<file path="src/inc/serial_pkg.sv">
/*
 * Shared constants and types for the two-port serial adapter.
 * Assumes an 8-byte I/O window per port, selected by port number and offset.
 */
package serial_pkg;
    // Geometry
    localparam int PORTS = 2;
    localparam int SUM_W = 8;
    localparam int DATA_W = 8;
    localparam int ADDR_W = 3;
    localparam int FIFO_DEPTH = 16;
    localparam int PIN_KINDS = 5;
    localparam int PIN_W = PIN_KINDS * PORTS;

    // Offsets within each port window
    localparam logic [2:0] ADDR_DATA = 3'h0;
    localparam logic [2:0] ADDR_IER = 3'h1;
    localparam logic [2:0] ADDR_IIR = 3'h2;
    localparam logic [2:0] ADDR_LCR = 3'h3;
    localparam logic [2:0] ADDR_MCR = 3'h4;
    localparam logic [2:0] ADDR_LSR = 3'h5;
    localparam logic [2:0] ADDR_MSR = 3'h6;
    localparam logic [2:0] ADDR_SUMMARY = 3'h7;

    // Pin groups in the synchroniser vector, each PORTS wide
    localparam int PIN_RXD = 0;
    localparam int PIN_DCD = 1;
    localparam int PIN_DSR = 2;
    localparam int PIN_CTS = 3;
    localparam int PIN_RI = 4;
    localparam logic [PIN_W-1:0] PIN_RESET = '1;

    // Field positions
    localparam int LCR_DLAB = 7;
    localparam int LCR_EVEN = 4;
    localparam int LCR_PEN = 3;
    localparam int LCR_STOP2 = 2;
    localparam int IER_RX = 0;
    localparam int IER_TX = 1;
    localparam int IER_LS = 2;
    localparam int IER_MS = 3;
    localparam int FCR_EN = 0;
    localparam int FCR_RXCLR = 1;
    localparam int FCR_TXCLR = 2;
    localparam int MCR_DTR = 0;
    localparam int MCR_RTS = 1;

    // Reset values
    localparam logic [15:0] DIV_RESET = 16'h0001;
    localparam logic [7:0] LCR_RESET = 8'h03;
    localparam logic [3:0] IER_RESET = 4'h0;
    localparam logic [1:0] MCR_RESET = 2'h0;
    localparam logic [3:0] MS_RESET = 4'hF;

    // Interrupt identification codes, highest priority first
    localparam logic [3:0] IID_LINE = 4'h6;
    localparam logic [3:0] IID_RX = 4'h4;
    localparam logic [3:0] IID_TX = 4'h2;
    localparam logic [3:0] IID_MODEM = 4'h0;
    localparam logic [3:0] IID_NONE = 4'h1;
    localparam logic [1:0] IIR_FIFO_ON = 2'h3;

    // Bit timing: 16 baud ticks per bit
    localparam logic [3:0] SUB_LAST = 4'hF;
    localparam logic [3:0] SUB_MID = 4'h7;
    localparam logic [2:0] DATA_BITS_BASE = 3'h4;

    typedef enum logic [2:0] {TX_IDLE, TX_START, TX_DATA, TX_PAR, TX_STOP} tx_state_t;
    typedef enum logic [2:0] {RX_IDLE, RX_START, RX_DATA, RX_PAR, RX_STOP} rx_state_t;
endpackage : serial_pkg

</file>
<file path="src/logic/byte_fifo.sv">
/*
 * Small synchronous FIFO with valid/ready on both sides and a clear.
 * Assumes DEPTH is a power of two and one clock with a freezing enable.
 */
`timescale 1ns/1ps
module byte_fifo #(
    parameter int WIDTH = 8,
    parameter int DEPTH = 16
) (
    // Clock and control
    input wire logic clk,
    input wire logic rst,
    input wire logic ce,
    input wire logic clr,
    // Fill side
    input wire logic wr_valid,
    input wire logic [WIDTH-1:0] wr_data,
    output logic wr_ready,
    // Drain side
    output logic rd_valid,
    output logic [WIDTH-1:0] rd_data,
    input wire logic rd_ready
);
    localparam int AW = $clog2(DEPTH);
    localparam logic [AW:0] FULL = (AW + 1)'(DEPTH);

    logic [WIDTH-1:0] mem [DEPTH];
    logic [AW-1:0] wp_q, wp_d, rp_q, rp_d;
    logic [AW:0] cnt_q, cnt_d;
    logic push, pop;

    // Honest full and empty flags
    assign wr_ready = cnt_q != FULL;
    assign rd_valid = cnt_q != '0;
    assign rd_data = mem[rp_q];

    // Pointer and count update, clear wins
    always_comb begin
        push = wr_valid && wr_ready;
        pop = rd_valid && rd_ready;
        wp_d = push ? wp_q + 1'b1 : wp_q;
        rp_d = pop ? rp_q + 1'b1 : rp_q;
        cnt_d = cnt_q + (AW + 1)'(push) - (AW + 1)'(pop);
        if (clr) begin
            wp_d = '0;
            rp_d = '0;
            cnt_d = '0;
        end
    end

    always_ff @(posedge clk) begin
        if (rst) begin
            wp_q <= '0;
            rp_q <= '0;
            cnt_q <= '0;
        end else if (ce) begin
            wp_q <= wp_d;
            rp_q <= rp_d;
            cnt_q <= cnt_d;
        end
    end

    // Storage
    always_ff @(posedge clk) begin
        if (ce && push && !clr) begin
            mem[wp_q] <= wr_data;
        end
    end
endmodule : byte_fifo

</file>
<file path="src/logic/dual_port_interrupt_status.sv">
/*
 * Two serial ports with shared interrupt line and a pending summary register.
 * Assumes host I/O cycles arrive as one-cycle read/write strobes on clk.
 */
// Behaviour
// - Summary register is eight bits and read-only; writes leave it unchanged.
// - Summary bit is one while its port's interrupt is pending.
// - First port maps to bit 0, second port to bit 1.
// - Summary register decoded at offset 7 in every port window.
// - Every mirrored copy returns the same value.
// - Port interrupts combine onto one host interrupt line.
// - Two independent serial ports share the interrupt and summary scheme.
// - Each port has programmable rate, format, interrupts and 16-byte FIFOs.
// - Ports drive TX, RTS, DTR and sample RX, DCD, DSR, CTS, RI.
`timescale 1ns/1ps
module dual_port_interrupt_status (
    // Clock, reset, enable
    input wire logic clk,
    input wire logic rst,
    input wire logic ce,
    // Host I/O access
    input wire logic io_port,
    input wire logic [serial_pkg::ADDR_W-1:0] io_addr,
    input wire logic io_rd,
    input wire logic io_wr,
    input wire logic [serial_pkg::DATA_W-1:0] io_wdata,
    output logic [serial_pkg::DATA_W-1:0] io_rdata,
    output logic io_rvalid,
    // Shared interrupt
    output logic irq,
    // Serial pins, one bit per port
    output logic [serial_pkg::PORTS-1:0] txd,
    output logic [serial_pkg::PORTS-1:0] rts,
    output logic [serial_pkg::PORTS-1:0] dtr,
    input wire logic [serial_pkg::PORTS-1:0] rxd,
    input wire logic [serial_pkg::PORTS-1:0] dcd,
    input wire logic [serial_pkg::PORTS-1:0] dsr,
    input wire logic [serial_pkg::PORTS-1:0] cts,
    input wire logic [serial_pkg::PORTS-1:0] ri
);
    import serial_pkg::*;

    logic [PIN_W-1:0] s1_q, s2_q, s3_q, flt_q, flt_d;
    logic [PORTS-1:0] pend_c, pend_q;
    logic irq_q;
    logic [DATA_W-1:0] rdata_q, rdata_d;
    logic rvalid_q;
    logic [DATA_W-1:0] port_rdata [PORTS];
    logic [SUM_W-1:0] summary;

    // three-stage pin sampling, change taken when stages two and three agree
    always_comb begin
        flt_d = flt_q;
        for (int i = 0; i < PIN_W; i++) begin
            if (s2_q[i] == s3_q[i]) begin
                flt_d[i] = s3_q[i];
            end
        end
    end

    always_ff @(posedge clk) begin
        if (rst) begin
            s1_q <= PIN_RESET;
            s2_q <= PIN_RESET;
            s3_q <= PIN_RESET;
            flt_q <= PIN_RESET;
        end else if (ce) begin
            s1_q <= {ri, cts, dsr, dcd, rxd};
            s2_q <= s1_q;
            s3_q <= s2_q;
            flt_q <= flt_d;
        end
    end

    // port n drives summary bit n; upper bits zero
    assign summary = {{(SUM_W - PORTS){1'b0}}, pend_q};

    // one identical serial port per generate pass
    for (genvar p = 0; p < PORTS; p++) begin : g_port
        logic [15:0] div_q, div_d, baud_q, baud_d;
        logic [7:0] lcr_q, lcr_d;
        logic [3:0] ier_q, ier_d, msd_q, msd_d, msp_q, ms_now;
        logic [1:0] mcr_q, mcr_d;
        logic fen_q, fen_d;
        logic [2:0] lse_q, lse_d;
        tx_state_t tx_st_q, tx_st_d;
        rx_state_t rx_st_q, rx_st_d;
        logic [3:0] tx_sub_q, tx_sub_d, rx_sub_q, rx_sub_d;
        logic [2:0] tx_bit_q, tx_bit_d, rx_bit_q, rx_bit_d, data_last;
        logic [7:0] tx_sh_q, tx_sh_d, rx_sh_q, rx_sh_d, rx_char, tx_data, rx_data;
        logic tx_par_q, tx_par_d, rx_par_q, rx_par_d, rx_pe_q, rx_pe_d, txd_q, txd_d;
        logic sel, dlab, tick, tx_pop, rx_pop, rx_push, rx_clr, tx_clr;
        logic tx_valid, tx_ready, rx_valid, rx_ready, temt, rx_f;
        logic [2:0] lse_set;
        logic [3:0] iid;

        byte_fifo #(.WIDTH(DATA_W), .DEPTH(FIFO_DEPTH)) u_tx_fifo (
            .clk(clk), .rst(rst), .ce(ce), .clr(tx_clr),
            .wr_valid(io_wr && sel && io_addr == ADDR_DATA && !dlab),
            .wr_data(io_wdata), .wr_ready(tx_ready),
            .rd_valid(tx_valid), .rd_data(tx_data), .rd_ready(tx_pop)
        );
        byte_fifo #(.WIDTH(DATA_W), .DEPTH(FIFO_DEPTH)) u_rx_fifo (
            .clk(clk), .rst(rst), .ce(ce), .clr(rx_clr),
            .wr_valid(rx_push), .wr_data(rx_char), .wr_ready(rx_ready),
            .rd_valid(rx_valid), .rd_data(rx_data), .rd_ready(rx_pop)
        );

        // Decode helpers and filtered pins
        assign sel = io_port == 1'(p);
        assign dlab = lcr_q[LCR_DLAB];
        assign tick = baud_q == '0;
        assign rx_f = flt_q[PIN_RXD * PORTS + p];
        assign ms_now = {flt_q[PIN_DCD * PORTS + p], flt_q[PIN_RI * PORTS + p],
                         flt_q[PIN_DSR * PORTS + p], flt_q[PIN_CTS * PORTS + p]};
        assign data_last = DATA_BITS_BASE + {1'b0, lcr_q[1:0]};
        assign rx_char = rx_sh_q >> (2'h3 - lcr_q[1:0]);
        assign temt = tx_st_q == TX_IDLE && !tx_valid;

        always_comb begin
            if (ier_q[IER_LS] && lse_q != '0) iid = IID_LINE;
            else if (ier_q[IER_RX] && rx_valid) iid = IID_RX;
            else if (ier_q[IER_TX] && !tx_valid) iid = IID_TX;
            else if (ier_q[IER_MS] && msd_q != '0) iid = IID_MODEM;
            else iid = IID_NONE;
        end
        // pending whenever an enabled cause is present
        assign pend_c[p] = iid != IID_NONE;

        // Register read view; offset 7 carries the shared summary
        always_comb begin
            unique case (io_addr)
                ADDR_DATA: port_rdata[p] = dlab ? div_q[7:0] : (rx_valid ? rx_data : 8'h00);
                ADDR_IER: port_rdata[p] = dlab ? div_q[15:8] : {4'h0, ier_q};
                ADDR_IIR: port_rdata[p] = {fen_q ? IIR_FIFO_ON : 2'h0, 2'h0, iid};
                ADDR_LCR: port_rdata[p] = lcr_q;
                ADDR_MCR: port_rdata[p] = {6'h00, mcr_q};
                ADDR_LSR: port_rdata[p] = {1'b0, temt, !tx_valid, 1'b0, lse_q, rx_valid};
                ADDR_MSR: port_rdata[p] = {ms_now, msd_q};
                // summary mirrored in each window; same value everywhere
                ADDR_SUMMARY: port_rdata[p] = summary;
            endcase
        end

        // Host access, baud timing, transmitter and receiver
        always_comb begin
            div_d = div_q; lcr_d = lcr_q; ier_d = ier_q; mcr_d = mcr_q; fen_d = fen_q;
            lse_d = lse_q; msd_d = msd_q; lse_set = '0;
            tx_st_d = tx_st_q; tx_sub_d = tx_sub_q; tx_bit_d = tx_bit_q; tx_sh_d = tx_sh_q;
            tx_par_d = tx_par_q; txd_d = txd_q;
            rx_st_d = rx_st_q; rx_sub_d = rx_sub_q; rx_bit_d = rx_bit_q; rx_sh_d = rx_sh_q;
            rx_par_d = rx_par_q; rx_pe_d = rx_pe_q;
            tx_pop = 1'b0; rx_pop = 1'b0; rx_push = 1'b0; rx_clr = 1'b0; tx_clr = 1'b0;
            baud_d = tick ? div_q - 16'h0001 : baud_q - 16'h0001;
            // writes to the summary offset and status offsets are ignored
            if (io_wr && sel) begin
                unique case (io_addr)
                    ADDR_DATA: if (dlab) div_d[7:0] = io_wdata;
                    ADDR_IER: if (dlab) div_d[15:8] = io_wdata; else ier_d = io_wdata[3:0];
                    ADDR_IIR: begin
                        fen_d = io_wdata[FCR_EN];
                        rx_clr = io_wdata[FCR_RXCLR];
                        tx_clr = io_wdata[FCR_TXCLR];
                    end
                    ADDR_LCR: lcr_d = io_wdata;
                    ADDR_MCR: mcr_d = io_wdata[1:0];
                    ADDR_LSR, ADDR_MSR, ADDR_SUMMARY: ;
                endcase
            end
            // Read side effects
            if (io_rd && sel) begin
                if (io_addr == ADDR_DATA && !dlab) rx_pop = rx_valid;
                if (io_addr == ADDR_LSR) lse_d = '0;
                if (io_addr == ADDR_MSR) msd_d = '0;
            end
            // transmit framing and receive sampling, advanced on each baud tick
            if (tick) begin
                tx_sub_d = tx_sub_q + 4'h1;
                unique case (tx_st_q)
                    TX_IDLE: begin
                        tx_sub_d = '0;
                        txd_d = 1'b1;
                        if (tx_valid) begin
                            tx_pop = 1'b1; tx_sh_d = tx_data; tx_par_d = 1'b0;
                            tx_st_d = TX_START; txd_d = 1'b0;
                        end
                    end
                    TX_START: if (tx_sub_q == SUB_LAST) begin
                        tx_st_d = TX_DATA; tx_bit_d = '0; txd_d = tx_sh_q[0];
                    end
                    TX_DATA: if (tx_sub_q == SUB_LAST) begin
                        tx_par_d = tx_par_q ^ tx_sh_q[0];
                        tx_sh_d = tx_sh_q >> 1;
                        if (tx_bit_q != data_last) begin
                            tx_bit_d = tx_bit_q + 3'h1; txd_d = tx_sh_q[1];
                        end else if (lcr_q[LCR_PEN]) begin
                            tx_st_d = TX_PAR;
                            txd_d = (tx_par_q ^ tx_sh_q[0]) ^ !lcr_q[LCR_EVEN];
                        end else begin
                            tx_st_d = TX_STOP; tx_bit_d = '0; txd_d = 1'b1;
                        end
                    end
                    TX_PAR: if (tx_sub_q == SUB_LAST) begin
                        tx_st_d = TX_STOP; tx_bit_d = '0; txd_d = 1'b1;
                    end
                    TX_STOP: if (tx_sub_q == SUB_LAST) begin
                        if (lcr_q[LCR_STOP2] && tx_bit_q == '0) tx_bit_d = 3'h1;
                        else tx_st_d = TX_IDLE;
                    end
                endcase
                rx_sub_d = rx_sub_q + 4'h1;
                unique case (rx_st_q)
                    RX_IDLE: begin
                        rx_sub_d = '0;
                        if (!rx_f) rx_st_d = RX_START;
                    end
                    RX_START: if (rx_sub_q == SUB_MID) begin
                        rx_sub_d = '0; rx_bit_d = '0; rx_par_d = 1'b0; rx_pe_d = 1'b0;
                        rx_st_d = rx_f ? RX_IDLE : RX_DATA;
                    end
                    RX_DATA: if (rx_sub_q == SUB_LAST) begin
                        rx_sh_d = {rx_f, rx_sh_q[7:1]};
                        rx_par_d = rx_par_q ^ rx_f;
                        rx_bit_d = rx_bit_q + 3'h1;
                        if (rx_bit_q == data_last) rx_st_d = lcr_q[LCR_PEN] ? RX_PAR : RX_STOP;
                    end
                    RX_PAR: if (rx_sub_q == SUB_LAST) begin
                        rx_pe_d = rx_f != (rx_par_q ^ !lcr_q[LCR_EVEN]);
                        rx_st_d = RX_STOP;
                    end
                    RX_STOP: if (rx_sub_q == SUB_LAST) begin
                        rx_push = 1'b1;
                        lse_set = {!rx_f, rx_pe_q, !rx_ready};
                        rx_st_d = RX_IDLE;
                    end
                endcase
            end
            // Sticky status: a new event wins over a clearing read
            lse_d = lse_d | lse_set;
            msd_d = msd_d | {msp_q[3] ^ ms_now[3], msp_q[2] & !ms_now[2],
                             msp_q[1] ^ ms_now[1], msp_q[0] ^ ms_now[0]};
        end

        always_ff @(posedge clk) begin
            if (rst) begin
                div_q <= DIV_RESET; baud_q <= '0; lcr_q <= LCR_RESET; ier_q <= IER_RESET;
                mcr_q <= MCR_RESET; fen_q <= 1'b0; lse_q <= '0; msd_q <= '0; msp_q <= MS_RESET;
                tx_st_q <= TX_IDLE; tx_sub_q <= '0; tx_bit_q <= '0; tx_sh_q <= '0;
                tx_par_q <= 1'b0; txd_q <= 1'b1;
                rx_st_q <= RX_IDLE; rx_sub_q <= '0; rx_bit_q <= '0; rx_sh_q <= '0;
                rx_par_q <= 1'b0; rx_pe_q <= 1'b0;
            end else if (ce) begin
                div_q <= div_d; baud_q <= baud_d; lcr_q <= lcr_d; ier_q <= ier_d;
                mcr_q <= mcr_d; fen_q <= fen_d; lse_q <= lse_d; msd_q <= msd_d; msp_q <= ms_now;
                tx_st_q <= tx_st_d; tx_sub_q <= tx_sub_d; tx_bit_q <= tx_bit_d;
                tx_sh_q <= tx_sh_d; tx_par_q <= tx_par_d; txd_q <= txd_d;
                rx_st_q <= rx_st_d; rx_sub_q <= rx_sub_d; rx_bit_q <= rx_bit_d;
                rx_sh_q <= rx_sh_d; rx_par_q <= rx_par_d; rx_pe_q <= rx_pe_d;
            end
        end

        assign txd[p] = txd_q;
        assign dtr[p] = mcr_q[MCR_DTR];
        assign rts[p] = mcr_q[MCR_RTS];
    end

    // Read data returned one cycle after the strobe
    assign rdata_d = io_rd ? port_rdata[io_port] : rdata_q;

    // pending bits combined onto one interrupt line
    always_ff @(posedge clk) begin
        if (rst) begin
            pend_q <= '0;
            irq_q <= 1'b0;
            rdata_q <= '0;
            rvalid_q <= 1'b0;
        end else if (ce) begin
            pend_q <= pend_c;
            irq_q <= |pend_c;
            rdata_q <= rdata_d;
            rvalid_q <= io_rd;
        end
    end

    assign irq = irq_q;
    assign io_rdata = rdata_q;
    assign io_rvalid = rvalid_q;
endmodule : dual_port_interrupt_status

</file>
<file path="config.mk">
export PLATFORM = sky130hd
export DESIGN_NAME = dual_port_interrupt_status
export DESIGN_NICKNAME = d
export VERILOG_FILES = /design/src/inc/serial_pkg.sv /design/src/logic/byte_fifo.sv /design/src/logic/dual_port_interrupt_status.sv
export SDC_FILE = /design/constraint.sdc
export NUM_CORES = 1
export LEC_CHECK = 0
export BUFFER_PORTS_ARGS = -buffer_cell sky130_fd_sc_hd__buf_2
export CORE_MARGIN = 10
export CORE_UTILIZATION = 55
export CTS_CLUSTER_DIAMETER = 80
export DETAILED_ROUTE_END_ITERATION = 8
export PLACE_DENSITY = 0.71
export SKIP_LAST_GASP = 1
export SYNTH_ARGS = -nofsm -noshare
export SYNTH_HDL_FRONTEND = slang
export SYNTH_SLANG_ARGS = --single-unit
export TNS_END_PERCENT = 1
</file>
<file path="constraint.sdc">
create_clock -name clk -period 8.2 [get_ports clk]
set_input_delay 0.41 -clock clk [delete_from_list [all_inputs] [get_ports clk]]
set_output_delay 0.41 -clock clk [all_outputs]
set_load 0.005 [all_outputs]
</file>
**Word-level counts from Yosys, hierarchy flattened**

Memory sizes are Yosys's and may differ from the RTL's. A register that Yosys moved wholly into a read port is not among the register bits.
Cells that the tools add are included.

- Bits in registers: 300
- Memory bits (writable): 512
- Input bits: 27
- Logic and storage cells: 551
- Memories: 4

Memory list:

| memory | words | bits a word | rd ports | clocked after memory_dff | write ports | RTL line | source |
|---|---|---|---|---|---|---|---|
| g_port[0].u_rx_fifo.mem | 16 | 8 | 1 | 1 | 1 | byte_fifo.sv:27 | `logic [WIDTH-1:0] mem [DEPTH];` |
| g_port[0].u_tx_fifo.mem | 16 | 8 | 1 | 1 | 1 | byte_fifo.sv:27 |  |
| g_port[1].u_rx_fifo.mem | 16 | 8 | 1 | 1 | 1 | byte_fifo.sv:27 |  |
| g_port[1].u_tx_fifo.mem | 16 | 8 | 1 | 1 | 1 | byte_fifo.sv:27 |  |

- Add/sub/neg operators: 32
- Order comparisons: 1
- Equal/unequal tests: 83
- Shift operators: 2
- Mux-type cells: 191
- Bitwise operators: 24
- Reductions and logical operators: 141

Operators by type and width:

| operator | number |
|---|---|
| 2-to-1 mux 3 bit | 58 |
| 2-to-1 mux 4 bit | 32 |
| one-hot mux 8 bit (8 select lines) | 2 |
| 2-to-1 mux 8 bit | 13 |
| subtractor 16 x 1 -> 16 bit (second input constant) | 4 |
| one-hot mux 3 bit (5 select lines) | 4 |
| inequality test 2 bit (second input constant) | 28 |
| 2-to-1 mux 1 bit | 54 |
| adder 4 x 1 -> 4 bit (second input constant) | 12 |
| AND reduction 2 bit | 21 |
| logical AND 1 bit | 38 |
| logical NOT 16 bit | 2 |
| 2-to-1 mux 16 bit | 2 |
| one-hot mux 8 bit (2 select lines) | 2 |
| AND reduction 4 bit | 8 |
| AND reduction 8 bit | 4 |
| == test 3 x 2 -> 1 bit (second input constant) | 10 |
| AND reduction 5 bit | 6 |
| nonzero test 2 bit | 14 |
| == test 3 bit (second input constant) | 8 |
| logical NOT 3 bit | 7 |
| adder 5 x 1 -> 5 bit | 4 |
| 2-to-1 mux 5 bit | 4 |
| inequality test 5 bit (second input constant) | 4 |
| 36 further kinds | 133 |

**Depth between registers and ports, before layout**

Gate-level depths: netlist (run 1).

- Depth after elaboration: 10
- Mapped depth: 16
- Depth with buffers taken out: 16

**Hierarchy**

From an unflattened synthesis (run 1), not the netlist that was laid out.

- Cells, all modules: 2,995
- Area, all modules: 37,120.6 sq um

Modules (own cells, without submodules):

| module | instances | cells an instance | area each (sq um) | seq. area each (sq um) |
|---|---|---|---|---|
| byte_fifo | 4 | 338 | 5,987.0 | 4,184.0 |
| dual_port_interrupt_status | 1 | 1,643 | 13,172.6 | 4,964.8 |

**Worst setup path before layout (run 1)**

OpenSTA, ideal clock, no wires.

- Path type: input to register
- Start point: input io_addr[1] in the netlist's numbering
- End point: register g_port[0].u_rx_fifo.cnt_q[4]
- Arrival: 3.495 ns
- Data required time: 8.142 ns
- Setup slack: 4.646 ns
- Cell stages on the path: 13
- Path through: clkbuf_1 or4b_2 nor4_1 ha_1 inv_1 ha_1 inv_1 fa_1 nand2b_1 a21oi_1 o21ai_0 a2111oi_0 o21a_1

- Cells in the longest elaborated chain, start to end: 7

Ends and longest elaborated chain:

| what | RTL line | source |
|---|---|---|
| start: declaration | dual_port_interrupt_status.sv:23 | `input wire logic [serial_pkg::ADDR_W-1:0] io_addr,` |
| logical NOT 3 bit | dual_port_interrupt_status.sv:172 | `if (io_addr == ADDR_DATA && !dlab) rx_pop = rx_valid;` |
| logical AND 1 bit | dual_port_interrupt_status.sv:172 |  |
| 2-to-1 mux 1 bit | dual_port_interrupt_status.sv:172 |  |
| 2-to-1 mux 1 bit | dual_port_interrupt_status.sv:171 | `if (io_rd && sel) begin` |
| logical AND 1 bit | byte_fifo.sv:40 | `pop = rd_valid && rd_ready;` |
| subtractor 5 x 1 -> 5 bit | byte_fifo.sv:43 | `cnt_d = cnt_q + (AW + 1)'(push) - (AW + 1)'(pop);` |
| 2-to-1 mux 5 bit * | byte_fifo.sv:44 | `if (clr) begin` |
| end signal: assignment | byte_fifo.sv:59 | `cnt_q <= cnt_d;` |
| end: declaration | byte_fifo.sv:29 | `logic [AW:0] cnt_q, cnt_d;` |

Every way passes the cells marked *; elsewhere a longest branch is shown, timed or not.
A chain may end at the register's enable or synchronous reset.

**Worst setup path after layout (run 1)**

- Start point: register g_port[0].baud_q[11]
- End point: memory g_port[0].u_rx_fifo.mem[4][1], enable pin

- Cells in the longest elaborated chain, start to end: 7

Ends and longest elaborated chain:

| what | RTL line | source |
|---|---|---|
| start: declaration | dual_port_interrupt_status.sv:80 | `logic [15:0] div_q, div_d, baud_q, baud_d;` |
| start signal: assignment | dual_port_interrupt_status.sv:253 | `div_q <= div_d; baud_q <= baud_d; lcr_q <= lcr_d; ier_q <= ier_d;` |
| logical NOT 16 bit | dual_port_interrupt_status.sv:112 | `assign tick = baud_q == '0;` |
| 2-to-1 mux 1 bit | dual_port_interrupt_status.sv:177 | `if (tick) begin` |
| logical AND 1 bit | byte_fifo.sv:39 | `push = wr_valid && wr_ready;` |
| logical AND 1 bit (2 in a row) | byte_fifo.sv:65 | `if (ce && push && !clr) begin` |
| 2-to-1 mux 1 bit | byte_fifo.sv:65 |  |
| 2-to-1 mux 1 bit (not written as such) | byte_fifo.sv:66 | `mem[wp_q] <= wr_data;` |
| end: declaration | byte_fifo.sv:27 |  |

No other way between the ends.

==> metrics, run 1 <==
status finished clean; Worst-path clk slew about 0.060 ns; first-pass GRT wire length roughly 140000 um; delay-heaviest family, CP simple AND/OR/NAND/NOR gates; share of cells above drive strength 1 0.1373; Detailed Routing Iterations Pass 1 7; post-CTS setup buffer count 0; Cell Area, Placed approximately 37000 sq um; RSZ-0062 raised after global routing no; Setup crit end kind register; vias per cell ~6.3; die height roughly 280 um; Site Rows between 90 and 100; CTS tree done; Power Internal roughly 7200 uW; max_cap viols 0; IO buf count 42; GP Congestion 0.9100; Finished Cell Area just over 40000 sq um; crit path kind reg -> reg; Slew @ Worst Pin ~1.3 ns; clock share of power 0.389; fin crit period around 4 ns; Skew-Pair Late Insertion Delay about 0.64 ns; Clock Tree Root clkbuf_16; grt ovf 0; total global-route track usage 0.2228; critical path startpoint category register; Num Clock Sinks around 830; CTS Buf Count 84; final non-filler cell total 3865; number of H-tree levels 3; top-count cell post-synth edfxtp_1; Synth area leaders edfxtp_1 42%, dfxtp_1 17%, mux4_2 9.1%, mux2i_1 3.6%, a21oi_1 2.5%; hpwl dp a little under 60000 um; initial core utilization 0.5544; fin. max-slew vios 0; Clock Path Buffers 3; Logic pwr share 0.145; Routed Antenna Nets 0; syn_nets between 3000 and 4000; Synth area leader edfxtp_1; WP data required 8.44 ns; Final period util 0.4877; Warnings, synthesis 0; CP Max Fanout 18; CP bufs+invs 1; NetSw 2634 uW; # hold bufs at CTS 10; Mapped Area between 30000 and 40000 sq um; CP max stage delay 0.89 ns; initial antenna violation count 4; IO Count between 40 and 50; register area share after synthesis 0.5954; final wirelength slightly below 90000 um; sequential share of power 0.466; synth unique cells between 80 and 90; number of remaining DRC errors 0; Layout area overhead 10.75%; Final Net Count roughly 3000; Slew HR 0.1078; Placed Cells between 3000 and 4000; top cell type's share of synthesized area 0.4218; Synth async-reset ratio 0; largest net degree at the start of global routing 96; setup TNS 0 ns; die area between 70000 and 80000 sq um; Peak VDD IR between 0.15 and 0.2 mV; Mapped Cells between 2000 and 3000; Final Skew 0.02956 ns; Post-synth EDFFs a little over 500; Die X 277.4 um; CP arrival around 4.2 ns; vias in the first global route roughly 24000; Switching Share 0.2667; Fmax achieved ~250 MHz; final setup violating endpoints 0; WL per Instance 22.73 um; First DRT Iteration DRCs approximately 2800; commonest cells in the netlist 512 x edfxtp_1, 316 x dfxtp_1, 240 x nor2_1, 231 x nand2_1, 183 x a21oi_1; Syn Area/Cell roughly 12 sq um; Hold Fails Final Rpt 0; slowest cell on the critical path nor3_1; Leak between 0.01 and 0.015 uW; Hold/Removal Path Class in -> reg; post-CTS resize count 0; #FFs+latches synth roughly 830; PwrDens between 200 and 250 nW/um^2; Synth Flop Type edfxtp_1; core area about 66000 sq um; crit path cell chain nor4_1 -> nand4_1 -> or2_0 -> buf_4 -> nor3_2 -> nand2_1 -> nor3_1; via total after detailed routing 24230
## kinds of logic (layout without fill, tap and decap cells)
group	count (synthesis)	count (layout)	share of synthesized area
AO/OA/AOI/OAI	538	538	0.09492
multiplexers	291	291	0.1308
flip-flops	828	828	0.5954
buffers and inverters	283	360	0.02959
XOR/XNOR	40	40	0.009612
adder cells (fa/ha/maj)	60	60	0.02142
AND/OR/NAND/NOR	883	883	0.1183
other	0	1	0
## cell type report
| type | instances | area, sq um |
|---|---|---|
| diodes | 1 | 2.502 |
| clock buffers | 120 | 2410 |
| clock inverters | 37 | 399.1 |
| fillers | 4919 | 25380 |
| inverters | 101 | 379.1 |
| multi-input cells | 1812 | 13690 |
| flip-flops and latches | 828 | 21710 |
| well taps | 864 | 1081 |
| repair buffers | 102 | 696.9 |
## per-stage QoR
stage	utilization	setup WS (ns)	power (uW)	hold slack (ns)
global placement	0.5697	4.195	6049	0.4392
detailed placement	0.5697	3.962	6095	0.4488
CTS	0.6140	4.237	9913	0.06757
floorplan	-	4.646	5729	0.4287
global route	0.6140	3.837	10260	0.1176
finish	0.6140	4.201	9876	0.09921
## sequential cells by signal, summed over array words and instances, names as in the netlist, 10 cells and up, named ones only
| register | cells |
|---|---|
| s2_q | 10 |
| g_port.baud_q | 32 |
| g_port.u_rx_fifo.mem | 256 |
| g_port.u_rx_fifo.cnt_q | 10 |
| s3_q | 10 |
| g_port.tx_sh_q | 16 |
| g_port.rx_sh_q | 16 |
| g_port.u_tx_fifo.cnt_q | 10 |
| g_port.lcr_q | 16 |
| g_port.div_q | 32 |
| g_port.u_tx_fifo.mem | 256 |
| s1_q | 10 |
| flt_q | 10 |
## power by group through the flow
stage	registers, uW	logic [uW]	clock network, uW
3_3_place_gp	4680	1370	0
4_1_cts	4600	1420	3890
3_5_place_dp	4690	1410	0
2_1_floorplan	4660	1070	0
5_1_grt	4620	1590	4050
6_report	4600	1440	3840
## cell usage in the layout, fill, tap and decap left out, types with 15 or more instances in the layout
cell type / instances
xor2_1: 22
mux2i_1: 128
a31oi_1: 23
nand3_1: 77
dfxtp_1: 312
and3_1: 18
a21oi_1: 183
nor2_1: 240
mux4_2: 147
nor2b_1: 15
a311oi_1: 15
xnor2_1: 18
or4_1: 17
ha_1: 56
clkbuf_16: 86
nand4_1: 16
a221oi_1: 16
nor3_1: 84
buf_2: 40
inv_1: 98
o21ai_0: 101
buf_4: 51
and2_1: 30
edfxtp_1: 512
a211oi_1: 19
a22oi_1: 38
nand2b_1: 32
nor4_1: 31
nand2_1: 231
or3_1: 26
clkbuf_1: 21
## per-layer routing
metal,vias to the layer above,routed length (um),track usage,share of wire
li1,11110,-,-,-
met1,12030,36940,0.3073,0.42
met2,934,41930,0.3573,0.48
met3,157,6792,0.03835,0.077
met4,6,2149,0.06648,0.024
met5,-,46,0,0.00052
## final timing paths
check / from / endpoint / slack, ns / cells past startpoint
setup / recovery: g_port[0].baud_q[11]$_SDFFE_PP0P_ / g_port[0].u_rx_fifo.mem[4][1]$_DFFE_PP_ / 4.20 / 7
setup reg to reg: g_port[0].baud_q[11]$_SDFFE_PP0P_ / g_port[0].u_rx_fifo.mem[4][1]$_DFFE_PP_ / 4.20 / 7
hold reg to reg: s3_q[8]$_SDFFE_PP1P_ / s3_q[8]$_SDFFE_PP1P_ / 0.46 / 2
hold / removal: ce / s3_q[0]$_SDFFE_PP1P_ / 0.1 / 2
Note: power is estimated with default switching activity, not from simulation.
==> run 2: changes to the inputs <==
- clock period: 8.2 -> 4 ns (I/O delays scaled with it)
==> metrics, run 2 (same netlist as run 1, synthesis figures left out) <==
DR WL met2 42620 um (was 41930 um); multi-input combinational cell area 13680 sq um (was 13690 sq um); crit path kind reg -> reg (unchanged); final setup violating endpoints 0 (unchanged); setup TNS 0 ns (unchanged); slowest cell on the critical path nor4_1 (was nor3_1); CP arrival 4.13 ns (was 4.24 ns); fin crit period 3.643 ns (was 3.999 ns); status finished clean (unchanged); M1 WL 37480 um (was 36940 um); CTS Buf Count 86 (was 84); delay-heaviest family, CP simple AND/OR/NAND/NOR gates (unchanged); Site Rows 94 (unchanged); Skew-Pair Late Insertion Delay 0.65 ns (was 0.64 ns); final worst slack 0.3573 ns (was 4.201 ns); IO buf count 42 (unchanged); grt ovf 0 (unchanged); crit path cell chain nor4_1 -> and4_1 -> nand2_1 -> nor2_1 -> ha_1 -> inv_1 -> ha_1 -> inv_1 -> fa_1 -> nand2b_1 -> a21oi_1 -> nor3_1 -> or2_2 -> a22oi_1 -> nor2_1 (was nor4_1 -> nand4_1 -> or2_0 -> buf_4 -> nor3_2 -> nand2_1 -> nor3_1); Peak VDD IR 0.3834 mV (was 0.1866 mV); Num Clock Sinks 828 (unchanged); die height 277.4 um (unchanged); Die X 277.4 um (unchanged); vias in the first global route 24180 (was 23770); largest net degree at the start of global routing 144 (was 96); WL per Instance 22.81 um (was 22.73 um); ant diodes 0 (was 1); CP bufs+invs 2 (was 1); Slew @ Worst Pin 1.292 ns (was 1.301 ns); final non-filler cell total 3915 (was 3865); R2R setup slack 0.36 ns (was 4.20 ns); CTS tree done (unchanged); total global-route track usage 0.2255 (was 0.2228); post-CTS setup buffer count 0 (unchanged); Detailed Routing Iterations Pass 1 6 (was 7); biggest regs g_port.u_rx_fifo.mem x256, g_port.u_tx_fifo.mem x256 (unchanged); final wirelength 89300 um (was 87850 um); most frequent cells in the layout 512 x edfxtp_1, 311 x dfxtp_1, 240 x nor2_1 (was 512 x edfxtp_1, 312 x dfxtp_1, 240 x nor2_1); CP Max Fanout 6 (was 18); first-pass GRT wire length 138600 um (was 137400 um); Layout area overhead 12.04% (was 10.75%); Top Layer Used met5 (unchanged); IO Count 43 (unchanged); Final period util 0.9107 (was 0.4877); Hold/Removal Path Class in -> reg (unchanged); critical path startpoint category register (unchanged); CP max stage delay 0.44 ns (was 0.89 ns); Finished Cell Area 40840 sq um (was 40370 sq um); share of cells above drive strength 1 0.1527 (was 0.1373); Leak 0.01431 uW (was 0.01397 uW); Hold Fails Final Rpt 0 (unchanged); sequential cell area 21710 sq um (about the same); Filler Cells Inserted 4815 (was 4919); RSZ-0062 raised after global routing no (unchanged); core area 65750 sq um (unchanged); Cell Area, Placed 37790 sq um (was 37460 sq um); Final Util 0.6211 (was 0.6140); met3 wire length 6881 um (was 6792 um); GP Congestion 0.9158 (was 0.9100); Final Net Count 3065 (was 3016); max_cap viols 0 (unchanged); WP data required 4.49 ns (was 8.44 ns); Placed Cells 3742 (was 3697); number of H-tree levels 3 (unchanged); First DRT Iteration DRCs 2706 (was 2806); Routed Antenna Nets 0 (unchanged); PwrDens 507.9 nW/um^2 (was 244.7 nW/um^2); leading cell type in the layout, fill and taps excluded edfxtp_1 (unchanged); via total after detailed routing 24660 (was 24230); vias per cell 6.299 (was 6.270); initial core utilization 0.5544 (unchanged); number of remaining DRC errors 0 (unchanged); Final Skew 0.02554 ns (was 0.02956 ns); Place WS 0.2975 ns (was 3.962 ns); Fmax achieved 274.5 MHz (was 250.1 MHz); initial antenna violation count 3 (was 4); fin. max-slew vios 0 (unchanged); Setup crit end kind register (unchanged); Worst-path clk slew 0.06 ns (about the same); hpwl dp 58470 um (was 57730 um); Clock Tree Root clkbuf_16 (unchanged); Clock Path Buffers 3 (unchanged); die area 76970 sq um (unchanged); Slew HR 0.1384 (was 0.1078)
-- run 2: changes by cell type in the layout (fill, tap and decap cells not counted), sizes merged, moves of 3 or more --
cell	change
buf	+46
bufinv	+6
clkbuf	-20
clkinv	+14
inv	+3
-- run 2: final timing paths --
kind,from,endpoint,depth (start not counted)
hold reg to reg,s3_q[5]$_SDFFE_PP1P_,s3_q[5]$_SDFFE_PP1P_,2
setup reg to reg,g_port[1].baud_q[15]$_SDFFE_PP0P_,g_port[1].u_tx_fifo.cnt_q[4]$_SDFFE_PP0P_,15
setup / recovery,g_port[1].baud_q[15]$_SDFFE_PP0P_,g_port[1].u_tx_fifo.cnt_q[4]$_SDFFE_PP0P_,15
hold / removal,io_wdata[2],g_port[0].u_tx_fifo.mem[12][2]$_DFFE_PP_,1
-- run 2: layer usage --
| layer | vias up | track usage |
|---|---|---|
| li1 | 11190 | - |
| met1 | 12290 | 0.3070 |
| met2 | 1015 | 0.3666 |
| met3 | 165 | 0.03860 |
| met4 | 4 | 0.06662 |
| met5 | - | 0 |
-- run 2: cell type report --
| cell class | instances | area share |
|---|---|---|
| well taps | 864 | 0.02647 |
| multi-input cells | 1812 | 0.3349 |
| clock buffers | 100 | 0.05580 |
| inverters | 101 | 0.009284 |
| flip-flops and latches | 828 | 0.5316 |
| clock inverters | 61 | 0.01596 |
| repair buffers | 149 | 0.02601 |
-- run 2: repair_timing --
item,CTS,global route
hold buffers,11,0
endpoints found under the hold margin,11,0
resized for setup,0,0
-- run 2: stage by stage --
| step | power [uW] | hold slack, ns |
|---|---|---|
| floorplan | 11750 | 0.2989 |
| global placement | 12490 | 0.4172 |
| detailed placement | 12610 | 0.4233 |
| CTS | 20800 | 0.08577 |
| global route | 21510 | 0.1118 |
| finish | 20740 | 0.1300 |
-- run 2: power by group --
group | switching (uW) | internal, uW | total [uW]
Clock | 3390 | 4840 | 8220
Sequential | 255 | 9220 | 9470
Combinational | 1900 | 1140 | 3050
Total | 5550 | 15200 | 20700
